===== config.mk =====
export PLATFORM = sky130hd
export DESIGN_NAME = fis_fault_interrupt_status
export DESIGN_NICKNAME = d
export VERILOG_FILES = /design/src/fis_pkg.sv /design/src/fis_fault_interrupt_status.sv
export SDC_FILE = /design/constraint.sdc
export NUM_CORES = 1
export LEC_CHECK = 0
export BUFFER_PORTS_ARGS = -buffer_cell sky130_fd_sc_hd__buf_2
export CAP_MARGIN = 10
export CORE_UTILIZATION = 51
export DETAILED_ROUTE_END_ITERATION = 6
export PLACE_DENSITY = 0.8
export SLEW_MARGIN = 20
export SYNTH_ARGS = -nofsm -noshare
export SYNTH_HDL_FRONTEND = slang
export SYNTH_SLANG_ARGS = --single-unit

===== constraint.sdc =====
create_clock -name i_sys_clk -period 3.79 [get_ports i_sys_clk]
set_clock_uncertainty 0.2 [all_clocks]
set_input_delay 0 -clock i_sys_clk [delete_from_list [all_inputs] [get_ports i_sys_clk]]
set_output_delay 0 -clock i_sys_clk [all_outputs]
set_load 0.03 [all_outputs]

===== src/fis_pkg.sv =====
// Package for the fault interrupt status block: field positions, widths, types.
// Assumes a single device clock domain; nothing here holds state.
package fis_pkg;
   localparam int unsigned NUM_CHANNELS = 4;
   localparam int unsigned STATUS_WIDTH = 16;
   // Field positions in the status word
   localparam int unsigned OVC_LSB = 8;
   localparam int unsigned SHDN_BIT = 5;
   localparam int unsigned WARN_BIT = 4;
   localparam int unsigned SUPPLY_BIT = 3;
   localparam int unsigned TMOUT_BIT = 2;
   localparam int unsigned GPIO_BIT = 1;
   localparam int unsigned CRC_BIT = 0;
   // Minimum frame lengths for a properly formatted transaction
   localparam int unsigned MIN_BITS_NO_CRC = 24;
   localparam int unsigned MIN_BITS_CRC = 32;
   localparam int unsigned BIT_CNT_WIDTH = 6;
   // Reset value of the status word and of the power enables
   localparam logic [15:0] STATUS_RESET = 16'h0000;
   localparam logic [3:0] PWR_RESET = 4'h0;
   localparam logic [3:0] PWR_ALL_OFF = 4'h0;
   // Analog sense inputs grouped together
   typedef struct packed {
      logic [3:0] overcurrent;    // Per channel current above limit
      logic [3:0] voltage_mode;   // Per channel voltage output mode
      logic [3:0] amp_powered;    // Per channel amplifier powered
      logic temp_above_shdn;      // Die above shutdown threshold
      logic temp_above_warn;      // Die above warning rise threshold
      logic temp_below_release;   // Die below warning release threshold
      logic supply_low;           // High supply below threshold
   } fis_sense_type;
   // Serial frame activity
   typedef struct packed {
      logic cs_release;           // One cycle pulse at end of frame
      logic bit_strobe;           // One cycle pulse per shifted bit
      logic crc_enable;           // CRC mode active
      logic crc_error;            // Pulse on detected CRC error
   } fis_serial_type;
endpackage


===== src/fis_fault_interrupt_status.sv =====
// Fault interrupt status register with flags, clear policies and interrupt pin.
// Assumes sense inputs already synchronous to i_sys_clk; timeout period given
// in cycles by the surrounding configuration logic.
// Outputs change one edge after the cause; a read clears at the edge that
// samples it, so the host takes the word in the read cycle itself.
// Clear-on-read flags give way to a fresh event in the same cycle, so a
// read never swallows a fault; the host sees it again on its next read.
// Level flags (warning, supply, auto-mode overcurrent) ignore reads.
// The timeout watch counts clock cycles, not serial bit times.
`timescale 1ns/1ps
module fis_fault_interrupt_status #(
   parameter int unsigned TIMEOUT_WIDTH = 24
)
(
   // Clock and reset
   input wire logic i_sys_clk,
   input wire logic i_reset,
   // Sense and serial activity
   input wire fis_pkg::fis_sense_type i_sense,
   input wire fis_pkg::fis_serial_type i_serial,
   input wire logic i_gpio_edge,
   input wire logic i_gpio_edge_enable,
   // Configuration
   input wire logic i_overcurrent_clear_policy,
   input wire logic [TIMEOUT_WIDTH-1:0] i_timeout_cycles,
   input wire logic i_timeout_enable,
   input wire logic [15:0] i_int_enable,
   // Status read and power control
   input wire logic i_status_read,
   input wire logic i_power_write,
   input wire logic [3:0] i_power_wdata,
   output logic [15:0] o_status,
   output logic [3:0] o_channel_power_enables,
   output logic o_int_n
);

   ////////////////////////////////////////////////////////////////////////////
   // State
   // Flag registers
   logic [3:0] overcurrent_flag_reg, overcurrent_flag_next;
   logic overtemp_shutdown_flag_reg, overtemp_shutdown_flag_next;
   logic overtemp_warning_flag_reg, overtemp_warning_flag_next;
   logic high_supply_low_flag_reg, high_supply_low_flag_next;
   logic serial_timeout_flag_reg, serial_timeout_flag_next;
   logic gpio_edge_flag_reg, gpio_edge_flag_next;
   logic crc_flag_reg, crc_flag_next;

   // Power enables and frame counters
   logic [3:0] channel_power_enables_reg, channel_power_enables_next;
   logic [fis_pkg::BIT_CNT_WIDTH-1:0] bit_cnt_reg, bit_cnt_next;
   logic [TIMEOUT_WIDTH-1:0] idle_cnt_reg, idle_cnt_next;

   // Registered outputs
   logic [15:0] status_reg, status_next;
   logic int_n_reg, int_n_next;

   // Combinational helpers
   logic [15:0] flags;
   logic [3:0] oc_event;
   logic frame_ok;
   logic timeout_hit;

   // Set wins over clear-on-read
   // Shared by every clear-on-read flag so all use one priority
   function automatic logic sticky(input logic flag, input logic set, input logic rd);
      sticky = set | (flag & ~rd);
   endfunction

   ////////////////////////////////////////////////////////////////////////////
   // Flag and counter next state
   always_comb
   begin
      oc_event = i_sense.overcurrent & i_sense.voltage_mode;
      // Length is judged on the count held when chip select releases
      // frame length check
      frame_ok = i_serial.crc_enable ?
         (bit_cnt_reg >= fis_pkg::BIT_CNT_WIDTH'(fis_pkg::MIN_BITS_CRC)) :
         (bit_cnt_reg >= fis_pkg::BIT_CNT_WIDTH'(fis_pkg::MIN_BITS_NO_CRC));
      // Timeout stays up while idle, so only a proper frame lifts it
      timeout_hit = i_timeout_enable && (idle_cnt_reg >= i_timeout_cycles);
      // Bit counter saturates so long frames stay counted as proper
      // Limitation: a strobe in the release cycle itself is not counted
      bit_cnt_next = bit_cnt_reg;
      if (i_serial.cs_release)
         bit_cnt_next = '0;
      else if (i_serial.bit_strobe && (bit_cnt_reg != '1))
         bit_cnt_next = bit_cnt_reg + 1'b1;
      // Saturates so a long disabled spell cannot wrap to a short count
      // restart only at frame end
      idle_cnt_next = idle_cnt_reg;
      if (i_serial.cs_release && frame_ok)
         idle_cnt_next = '0;
      else if (!timeout_hit && (idle_cnt_reg != '1))
         idle_cnt_next = idle_cnt_reg + 1'b1;
      // Auto mode watches the amplifier sense, not the power enables,
      // because the amplifier restarts by itself once the fault is gone
      // auto mode clears when resolved and powered
      // host mode clears only on read
      for (int i = 0; i < fis_pkg::NUM_CHANNELS; i++)
      begin
         if (i_overcurrent_clear_policy)
            overcurrent_flag_next[i] = sticky(overcurrent_flag_reg[i], oc_event[i],
               i_status_read);
         else
            overcurrent_flag_next[i] = oc_event[i] |
               (overcurrent_flag_reg[i] & ~i_sense.amp_powered[i]);
      end
      overtemp_shutdown_flag_next = sticky(overtemp_shutdown_flag_reg,
         i_sense.temp_above_shdn, i_status_read);
      // Two comparator levels give the hysteresis; no timer here
      // warning with hysteresis
      overtemp_warning_flag_next = i_sense.temp_above_warn |
         (overtemp_warning_flag_reg & ~i_sense.temp_below_release);
      // No latch: a dip shorter than one cycle goes unseen
      // supply low follows level
      high_supply_low_flag_next = i_sense.supply_low;
      serial_timeout_flag_next = sticky(serial_timeout_flag_reg, timeout_hit,
         i_status_read);
      gpio_edge_flag_next = sticky(gpio_edge_flag_reg,
         i_gpio_edge & i_gpio_edge_enable, i_status_read);
      crc_flag_next = sticky(crc_flag_reg,
         i_serial.crc_error & i_serial.crc_enable, i_status_read);
   end

   ////////////////////////////////////////////////////////////////////////////
   // Power enables, status word, interrupt pin
   always_comb
   begin
      // Priority: host write, then overcurrent, then shutdown on top
      channel_power_enables_next = channel_power_enables_reg;
      if (i_power_write)
         channel_power_enables_next = i_power_wdata;
      // host mode powers down faulted channel
      if (i_overcurrent_clear_policy)
         channel_power_enables_next = channel_power_enables_next & ~oc_event;
      if (i_sense.temp_above_shdn)
         channel_power_enables_next = fis_pkg::PWR_ALL_OFF;

      // Word built from next values so it always equals the flag registers
      // overcurrent field placement
      flags = '0;
      flags[fis_pkg::OVC_LSB +: fis_pkg::NUM_CHANNELS] = overcurrent_flag_next;
      flags[fis_pkg::SHDN_BIT] = overtemp_shutdown_flag_next;
      flags[fis_pkg::WARN_BIT] = overtemp_warning_flag_next;
      flags[fis_pkg::SUPPLY_BIT] = high_supply_low_flag_next;
      flags[fis_pkg::TMOUT_BIT] = serial_timeout_flag_next;
      flags[fis_pkg::GPIO_BIT] = gpio_edge_flag_next;
      flags[fis_pkg::CRC_BIT] = crc_flag_next;
      status_next = flags;
      int_n_next = ~|(flags & i_int_enable);
   end

   ////////////////////////////////////////////////////////////////////////////
   // Registers only
   always_ff @(posedge i_sys_clk)
   begin
      if (i_reset)
      begin
         // Flags start from the package reset word, the pin idles high
         overcurrent_flag_reg <= fis_pkg::STATUS_RESET[fis_pkg::OVC_LSB +: fis_pkg::NUM_CHANNELS];
         overtemp_shutdown_flag_reg <= fis_pkg::STATUS_RESET[fis_pkg::SHDN_BIT];
         overtemp_warning_flag_reg <= fis_pkg::STATUS_RESET[fis_pkg::WARN_BIT];
         high_supply_low_flag_reg <= fis_pkg::STATUS_RESET[fis_pkg::SUPPLY_BIT];
         serial_timeout_flag_reg <= fis_pkg::STATUS_RESET[fis_pkg::TMOUT_BIT];
         gpio_edge_flag_reg <= fis_pkg::STATUS_RESET[fis_pkg::GPIO_BIT];
         crc_flag_reg <= fis_pkg::STATUS_RESET[fis_pkg::CRC_BIT];
         channel_power_enables_reg <= fis_pkg::PWR_RESET;
         bit_cnt_reg <= '0;
         idle_cnt_reg <= '0;
         status_reg <= fis_pkg::STATUS_RESET;
         int_n_reg <= '1;
      end
      else
      begin
         overcurrent_flag_reg <= overcurrent_flag_next;
         overtemp_shutdown_flag_reg <= overtemp_shutdown_flag_next;
         overtemp_warning_flag_reg <= overtemp_warning_flag_next;
         high_supply_low_flag_reg <= high_supply_low_flag_next;
         serial_timeout_flag_reg <= serial_timeout_flag_next;
         gpio_edge_flag_reg <= gpio_edge_flag_next;
         crc_flag_reg <= crc_flag_next;
         channel_power_enables_reg <= channel_power_enables_next;
         bit_cnt_reg <= bit_cnt_next;
         idle_cnt_reg <= idle_cnt_next;
         status_reg <= status_next;
         int_n_reg <= int_n_next;
      end
   end

   // Outputs straight from flops
   // so the pin and the word never glitch between edges
   assign o_status = status_reg;
   assign o_channel_power_enables = channel_power_enables_reg;
   assign o_int_n = int_n_reg;

endmodule


==> results.toml, run 1 <==
[outcome]
status = "finished, final reports clean"

[worst_setup_path]
critPathLaunchType = "flop"
slowest_stage = "or4_1"
critPathCaptureType = "flop"
critical_path_class = "flop to flop"
arrival_ns = 3.41
timing.critical_path.cells = "ha_1 -> nand4_1 -> or4_1 -> o41a_1 -> a31oi_2 -> buf_4 -> nand2_1 -> a41o_1 -> dlygate4sd3_1"
slowest_delay_ns = 0.57
crit_required_ns = 3.77
path_max_fanout = 22

[drt]
drtIter0Drc = 179
dr.pass1.iters = 4
totalWireLength_mm = 7.70
ant_nets = 0
wl_per_cell_um = 14.4
viasPerCell = 5.56
route.detailed.drc = 0
vias = 2975

[yosys]
syn_avg_cell_area_um2 = 8.01
synth_top_family_by_area = "simple AND/OR/NAND/NOR gates"
synth-seq-area-share_pct = 31.5
netlist_instances = 357
synthMuxAreaShare_pct = 2.45
synthSimpleGateAreaFrac_pct = 22.9
synth-seq-cells = 45
synth_top_cells_by_count = "dfxtp_1, inv_1, a21oi_1"
synth_edf_count = 0
synth-xor-area-share_pct = 1.84
synth-compound-area-share_pct = 18.9
synth_fa_ha_area_share_pct = 11.8
yosysTopAreaCell = "dfxtp_1"
yosysWarnings = 0
synth.most_common_cell = "dfxtp_1"
async_flop_share_pct = 0
netlist_top_cells_area = "dfxtp_1, ha_1, a21oi_1"
synth_ff_type = "dfxtp_1"
netlist.area_leader.share_pct = 31.5
netlist_area_um2 = 2860
synth.distinct_cells = 48

[power_and_ir_drop]
p_per_area_nw_per_um2 = 264
peakVddDrop_mv = 0.234
combPwrFrac_pct = 17.9
p_clk_share_pct = 31.7
p_total_uw = 978
p_leak_nw = 1.73
switching_share_pct = 26.8
switching_power_uw = 262
p_int_uw = 716
p_seq_share_pct = 50.4

[clocking]
numClockSinks = 45
cts_resized = 0
root_buffer = "clkbuf_8"
clockBufferDepth = 2
clock_latency_ns = 0.29
cts_inserted_buffers = 5
cts_tree = "yes"
cts_setup_buffers = 0
path_clk_slew_ns = 0.09
htree_levels = 2

[floorplanning]
coreArea_um2 = 5240
start_util_pct = 54.6
dieArea_um2 = 5910
ios = 93
rows = 26
fp.dieW_um = 76.9
dieHeight_um = 76.9

[timing]
drv_slew = 0
slew_headroom_pct = 45.5
setup_viol = 0
period_share_pct = 90.3
finalWorstPathRequiredPeriod_ns = 3.42
finalHoldViolCount = 0
fin_setup_tns_ns = 0
hold-worst-slack_ns = 0.00303
timing_worst_slew_pin_value_ns = 0.818
fmax_mhz = 292
rsz0062_at_grt = "no"
timing.final.ws_setup_ns = 0.367

[global_route]
grt_pass1_wl_mm = 12.5
grt_use_met1_pct = 28.7
track_usage_pct = 26.3
overflow = 0
grt.met3_usage_pct = 3.33
top_usage_layer = "met2"
met2_usage_pct = 48.0
antenna_found_initial = 0
grt_max_degree = 23
first_global_vias = 2872

[finish]
finish.instance_area_um2 = 3700
antenna_cells = 0
stdcell_count = 535
syn_to_final_growth_pct = 29.4
drive_above_1_share_pct = 20.0
fin_util_pct = 70.7
fin_nets = 563
largest_reg_flops = 24
fill_cells = 427

[placed_design]
preCtsSetupSlack_ns = 0.825
gp_congestion = 0.852
portBuffers = 80
dp_hpwl_mm = 4.94
place_area_um2 = 3230
dp_cells = 489

[flow_run]
max_cap_viol_count = 0

[worst_hold_path]
hold_class = "input pin to flop"
-- cell usage in the layout (no fill, tap or decap), types with 11 or more instances in the layout --
cell	Yosys	final
nand2_1	28	28
dfxtp_1	45	45
ha_1	27	27
buf_2	2	80
dlygate4sd3_1	0	38
nor2_1	29	29
nand4_1	14	14
a21oi_1	30	30
nand3_1	11	11
inv_1	40	40
or4_1	12	12
-- area by class of cell --
class                           count  area (µm²)  share of cell area (%)
Multi-Input combinational cell    253        1680                    45.4
Clock buffer                        6        82.6                    2.23
Inverter                           40         150                    4.06
Timing Repair Buffer              119         788                    21.3
Tap cell                           70        87.6                    2.37
Sequential cell                    45         901                    24.3
Clock inverter                      2        13.8                   0.372
-- power by group through the flow --
stage               combinational, mW  sequential [mW]  clock [mW]
finish                          0.175            0.493       0.310
global route                    0.192            0.495       0.336
CTS                             0.169            0.493       0.312
detailed placement              0.137            0.504           0
global placement                0.133            0.503           0
floorplan                      0.0805            0.512           0
-- kinds of logic after synthesis --
family                   count (synthesis)
other                                    1
buffers and inverters                   64
AO/OA/AOI/OAI                           82
XOR/XNOR                                 6
adder cells (fa/ha/maj)                 27
multiplexers                             7
flip-flops                              45
AND/OR/NAND/NOR                        125
-- repair_timing --
action / CTS / global route
endpoints found under the setup margin: 0 / 0
hold buffers: 38 / 0
hold endpoints to repair: 21 / 0
-- per-layer routing --
metal  wire length, µm  vias to the layer above
met4               317                        0
met1              3130                     1361
li1                  -                     1482
met2              3980                      104
met5                 0                        -
met3               269                       28
-- critical path: cells and delay by family (launching register included) --
family	cells	cell delay (ns)
buffers and inverters	2	0.83
AOI/OAI and AO/OA	3	0.81
and+or+nand+nor	3	0.78
DFF	1	0.38
adders and majority gates	1	0.32
-- path summary, 6_finish.rpt --
check                    from               end  slack, ns  cells past startpoint
min               i_serial[2]    bit_cnt_reg[0]      0.003                      4
max          idle_cnt_reg[23]           o_int_n       0.37                      9
max reg2reg  idle_cnt_reg[23]           o_int_n       0.37                      9
min reg2reg  idle_cnt_reg[19]  idle_cnt_reg[19]       0.31                      2
No activity file was read; power rests on OpenSTA's default activity.
==> run 2: changes to the inputs <==
--- a/config.mk
+++ b/config.mk
@@ -7,3 +7,3 @@
 export LEC_CHECK = 0
-export BUFFER_PORTS_ARGS = -buffer_cell sky130_fd_sc_hd__buf_2
+export BUFFER_PORTS_ARGS = -buffer_cell sky130_fd_sc_hd__buf_4
 export CAP_MARGIN = 10
==> constraint.sdc (replaced) <==
create_clock -name i_sys_clk -period 3.79 [get_ports i_sys_clk]
set_clock_uncertainty 0.2 [all_clocks]
set_input_delay 0.9475 -clock i_sys_clk [delete_from_list [all_inputs] [get_ports i_sys_clk]]
set_output_delay 0.9475 -clock i_sys_clk [all_outputs]
set_load 0.03 [all_outputs]
==> run 2 against run 1 <==
Non-clock buffer count is 36 lower. Die area did not move. Hold slack better by 0.31 ns. Global-route usage shrank 4.0 points. Utilization decreased by 3.3 points. Critical path type is now input pin to flop. Via count is 9.8% lower. Sequential share of layout area grew 1.2 points. Total power decreased by 3.1%. Highest routed layer unchanged. Combinational power down 9%. Sequential power about the same. Routed wire length shrank 18%.
==> results.toml, run 2 (synthesis gave the netlist of run 1 again) <==
[global_route]
grt_pass1_wl_mm = 10.8
overflow = 0
first_global_vias = 2547
grt_max_degree = 19
antenna_found_initial = 0
track_usage_pct = 22.4

[placed_design]
dp_hpwl_mm = 5.00
portBuffers = 80
gp_congestion = 0.857

[flow_run]
max_cap_viol_count = 0

[drt]
totalWireLength_mm = 6.33
drtIter0Drc = 212
wl_per_cell_um = 12.7
viasPerCell = 5.39
dr.pass1.iters = 4
ant_nets = 0
vias = 2684
route.detailed.drc = 0

[floorplanning]
start_util_pct = 54.6
ios = 93
dieArea_um2 = 5910
rows = 26
fp.dieW_um = 76.9
coreArea_um2 = 5240
dieHeight_um = 76.9

[finish]
largest_reg_flops = 24
fin_nets = 527
layout_common_cells = "buf_4, dfxtp_1, inv_1"
final_common_cell = "buf_4"
antenna_cells = 0
syn_to_final_growth_pct = 23.3
drive_above_1_share_pct = 21.7

[clocking]
htree_levels = 2
cts_tree = "yes"
clock_latency_ns = 0.29
path_clk_slew_ns = 0.08
root_buffer = "clkbuf_8"
cts_inserted_buffers = 5
clockBufferDepth = 2
cts_setup_buffers = 0
numClockSinks = 45
cts_resized = 0
cts_hold_buf = 0

[timing]
setup_viol = 0
fin_setup_tns_ns = 0
period_share_pct = 87.4
finalHoldViolCount = 0
drv_slew = 0
slew_headroom_pct = 49.3
hold-worst-slack_ns = 0.309
finalWorstPathRequiredPeriod_ns = 3.31
rsz0062_at_grt = "no"
fmax_mhz = 302
timing_worst_slew_pin_value_ns = 0.753

[worst_setup_path]
path_max_fanout = 10
slowest_stage = "or4_1"
critical_path_class = "input pin to flop"
timing.critical_path.cells = "buf_4 -> inv_1 -> ha_1 -> nand4_1 -> or4_1 -> o41a_1 -> a31oi_2 -> buf_4 -> nand2_1 -> a41o_1"
arrival_ns = 3.30
worstSetupStartpoint = "i_timeout_cycles[23]"
slowest_delay_ns = 0.56
critPathCaptureType = "flop"
cp_common_cell = "buf_4"
reg2reg_from = "idle_cnt_reg[2]"
critPathLaunchType = "input pin"
crit_buf_inv = 3
crit_required_ns = 3.78
critPathTopFamily = "compound AO/OA/AOI/OAI gates"

[power_and_ir_drop]
peakVddDrop_mv = 0.188
p_leak_nw = 1.61
p_total_uw = 947
p_per_area_nw_per_um2 = 269

[outcome]
status = "finished, final reports clean"

[worst_hold_path]
hold_class = "flop to flop"
min_from = "idle_cnt_reg[19]"
run 2: cell types whose count changed in the layout (fill, tap and decap cells not counted):
cell           before  now
buf_2              80    0
buf_4               1   83
clkbuf_1            0    1
clkinv_2            1    0
clkinv_4            1    0
dlygate4sd3_1      38    0
run 2: cell type report:
cell class / count / area (µm²)
timing repair buffer: 83 / 623
tap: 70 / 87.6
multi-input combinational: 253 / 1680
clock buffer: 7 / 86.3
sequential: 45 / 901
inverter: 40 / 150
fill: 406 / 1710
run 2: worst min-delay path: stages, from the launching register on:
cell     delay (ns)
dfxtp_1        0.34
o31ai_1        0.07
a21oi_1        0.06
run 2: power breakdown:
| part | internal [mW] | total, mW | switching [mW] |
|---|---|---|---|
| Combinational | 0.0808 | 0.160 | 0.0790 |
| Sequential | 0.484 | 0.493 | 0.00908 |
| Clock | 0.145 | 0.295 | 0.150 |
run 2: final timing paths:
path                       to  slack [ns]  cells past startpoint
max                   o_int_n        0.48                     10
min reg2reg  idle_cnt_reg[19]        0.31                      2
min          idle_cnt_reg[19]        0.31                      2
max reg2reg  idle_cnt_reg[19]        0.84                      9
run 2: routing by layer:
| layer | vias up | GRT usage (%) | routed length [µm] |
|---|---|---|---|
| met5 | - | 0 | 0 |
| li1 | 1398 | - | - |
| met1 | 1205 | 26.9 | 2860 |
| met3 | 5 | 3.93 | 344 |
| met4 | 0 | 6.54 | 67 |
| met2 | 76 | 40.3 | 3060 |
run 2: metrics by stage:
stage / cells / worst slack (ns) / utilization (%) / cell area (µm²)
2_1_floorplan: 362 / 0.421 / - / 2880
3_3_place_gp: 491 / 0.207 / 65.7 / 3440
3_5_place_dp: 491 / 0.187 / 65.7 / 3440
4_1_cts: 498 / 0.472 / 67.3 / 3530
5_1_grt: 498 / 0.342 / 67.3 / 3530
6_report: 498 / 0.479 / 67.3 / 3530
==> run 3: changes to the inputs <==
PLACE_DENSITY = 0.89   (was 0.8)
==> run 3 against run 2 <==
Via count is 4.1% higher. Largest cell class unchanged. Largest power group unchanged. Sequential cell count is the same. Hold slack gained 0.0044 ns. Non-clock buffer count down 1. Critical path type unchanged. Sequential share of layout area about the same.
==> results.toml, run 3 (synthesis gave the netlist of run 1 again) <==
[timing]
rsz0062_at_grt = "no"
timing.final.ws_setup_ns = 0.447
drv_slew = 0
period_share_pct = 88.2
finalWorstPathRequiredPeriod_ns = 3.34
fmax_mhz = 299
slew_headroom_pct = 51.3
fin_setup_tns_ns = 0
timing_worst_slew_pin_value_ns = 0.729
finalHoldViolCount = 0
setup_viol = 0

[global_route]
met2_usage_pct = 42.1
antenna_found_initial = 0
first_global_vias = 2704
overflow = 0
grt_pass1_wl_mm = 11.3
top_usage_layer = "met2"
track_usage_pct = 23.4
grt_max_degree = 23
grt_use_met1_pct = 27.1
grt.met3_usage_pct = 4.64

[finish]
register_area_um2 = 901
fin_nets = 526
multi_input_area_um2 = 1680
fin_util_pct = 67.4
antenna_cells = 0
final_common_cell = "buf_4"
stdcell_count = 498
largest_reg_flops = 24
fill_cells = 450
syn_to_final_growth_pct = 23.4
layout_common_cells = "buf_4, dfxtp_1, inv_1"
drive_above_1_share_pct = 21.5

[worst_hold_path]
hold_class = "flop to flop"

[placed_design]
preCtsSetupSlack_ns = 0.145
dp_hpwl_mm = 5.26
dp_cells = 490
portBuffers = 80
gp_congestion = 0.892

[clocking]
clockBufferDepth = 2
cts_resized = 0
numClockSinks = 45
root_buffer = "clkbuf_8"
cts_hold_buf = 0
path_clk_slew_ns = 0.09
htree_levels = 2
cts_tree = "yes"
cts_setup_buffers = 0
clock_latency_ns = 0.30
cts_inserted_buffers = 5

[floorplanning]
start_util_pct = 54.6
dieArea_um2 = 5910
dieHeight_um = 76.9
coreArea_um2 = 5240
fp.dieW_um = 76.9
ios = 93
rows = 26

[outcome]
status = "finished, final reports clean"

[drt]
wl_per_cell_um = 13.5
dr.pass1.iters = 5
vias = 2795
route.detailed.drc = 0
totalWireLength_mm = 6.73
drtIter0Drc = 248
viasPerCell = 5.61
ant_nets = 0

[worst_setup_path]
critPathCaptureType = "flop"
crit_required_ns = 3.84
path_max_fanout = 14
critPathLaunchType = "input pin"
arrival_ns = 3.39
critical_path_class = "input pin to flop"

[flow_run]
max_cap_viol_count = 0

[power_and_ir_drop]
p_leak_nw = 1.61
p_per_area_nw_per_um2 = 268
peakVddDrop_mv = 0.243
## run 3: cell count changes in the layout (fill, tap and decap cells not counted), sizes merged
cell and delta:
clkinvlp +1, buf -1
## run 3: path summary, 6_finish.rpt
path	cells after the start	from	end	slack [ns]
worst max register to register	7	idle_cnt_reg[21]	idle_cnt_reg[6]	0.82
worst min register to register	2	idle_cnt_reg[4]	idle_cnt_reg[4]	0.31
worst min-delay path	2	idle_cnt_reg[4]	idle_cnt_reg[4]	0.31
worst max-delay path	9	i_timeout_cycles[21]	idle_cnt_reg[6]	0.45
## run 3: stage by stage
stage / instance area [µm²] / hold WS (ns) / power (mW)
final: 3530 / 0.313 / 0.946
after global routing: 3530 / 0.337 / 0.992
after CTS: 3530 / 0.316 / 0.950
after detailed placement: 3450 / 0.305 / 0.666
after global placement: 3450 / 0.282 / 0.659
after floorplan: 2880 / 0.264 / 0.593
## run 3: where the power goes
part	internal, mW	switching (mW)	total, mW	leakage (nW)
combinational	0.0810	0.0808	0.162	1.20
sequential	0.484	0.00879	0.493	0.366
clock	0.131	0.161	0.292	0.0385
## run 3: worst max-delay path, stage by stage
cell      delay, ns
buf_4          0.07
inv_1          0.03
ha_1           0.30
nand4_1        0.15
or4_1          0.59
o41a_1         0.50
a21o_1         0.37
a211oi_1       0.30
a31o_1         0.12
## run 3: final cells by class
cell class	instances	share of cell area [%]
clock inverters	1	0.213
flip-flops and latches	45	25.5
repair buffers	82	17.8
clock buffers	7	2.16
inverters	40	4.25
multi-input cells	253	47.6
well taps	70	2.48
## run 3: metal layers
metal  vias to the layer above  wire [µm]
met5                         -          0
met4                         0         99
met3                        10        355
met2                        85       3430
met1                      1296       2840
li1                       1404          -
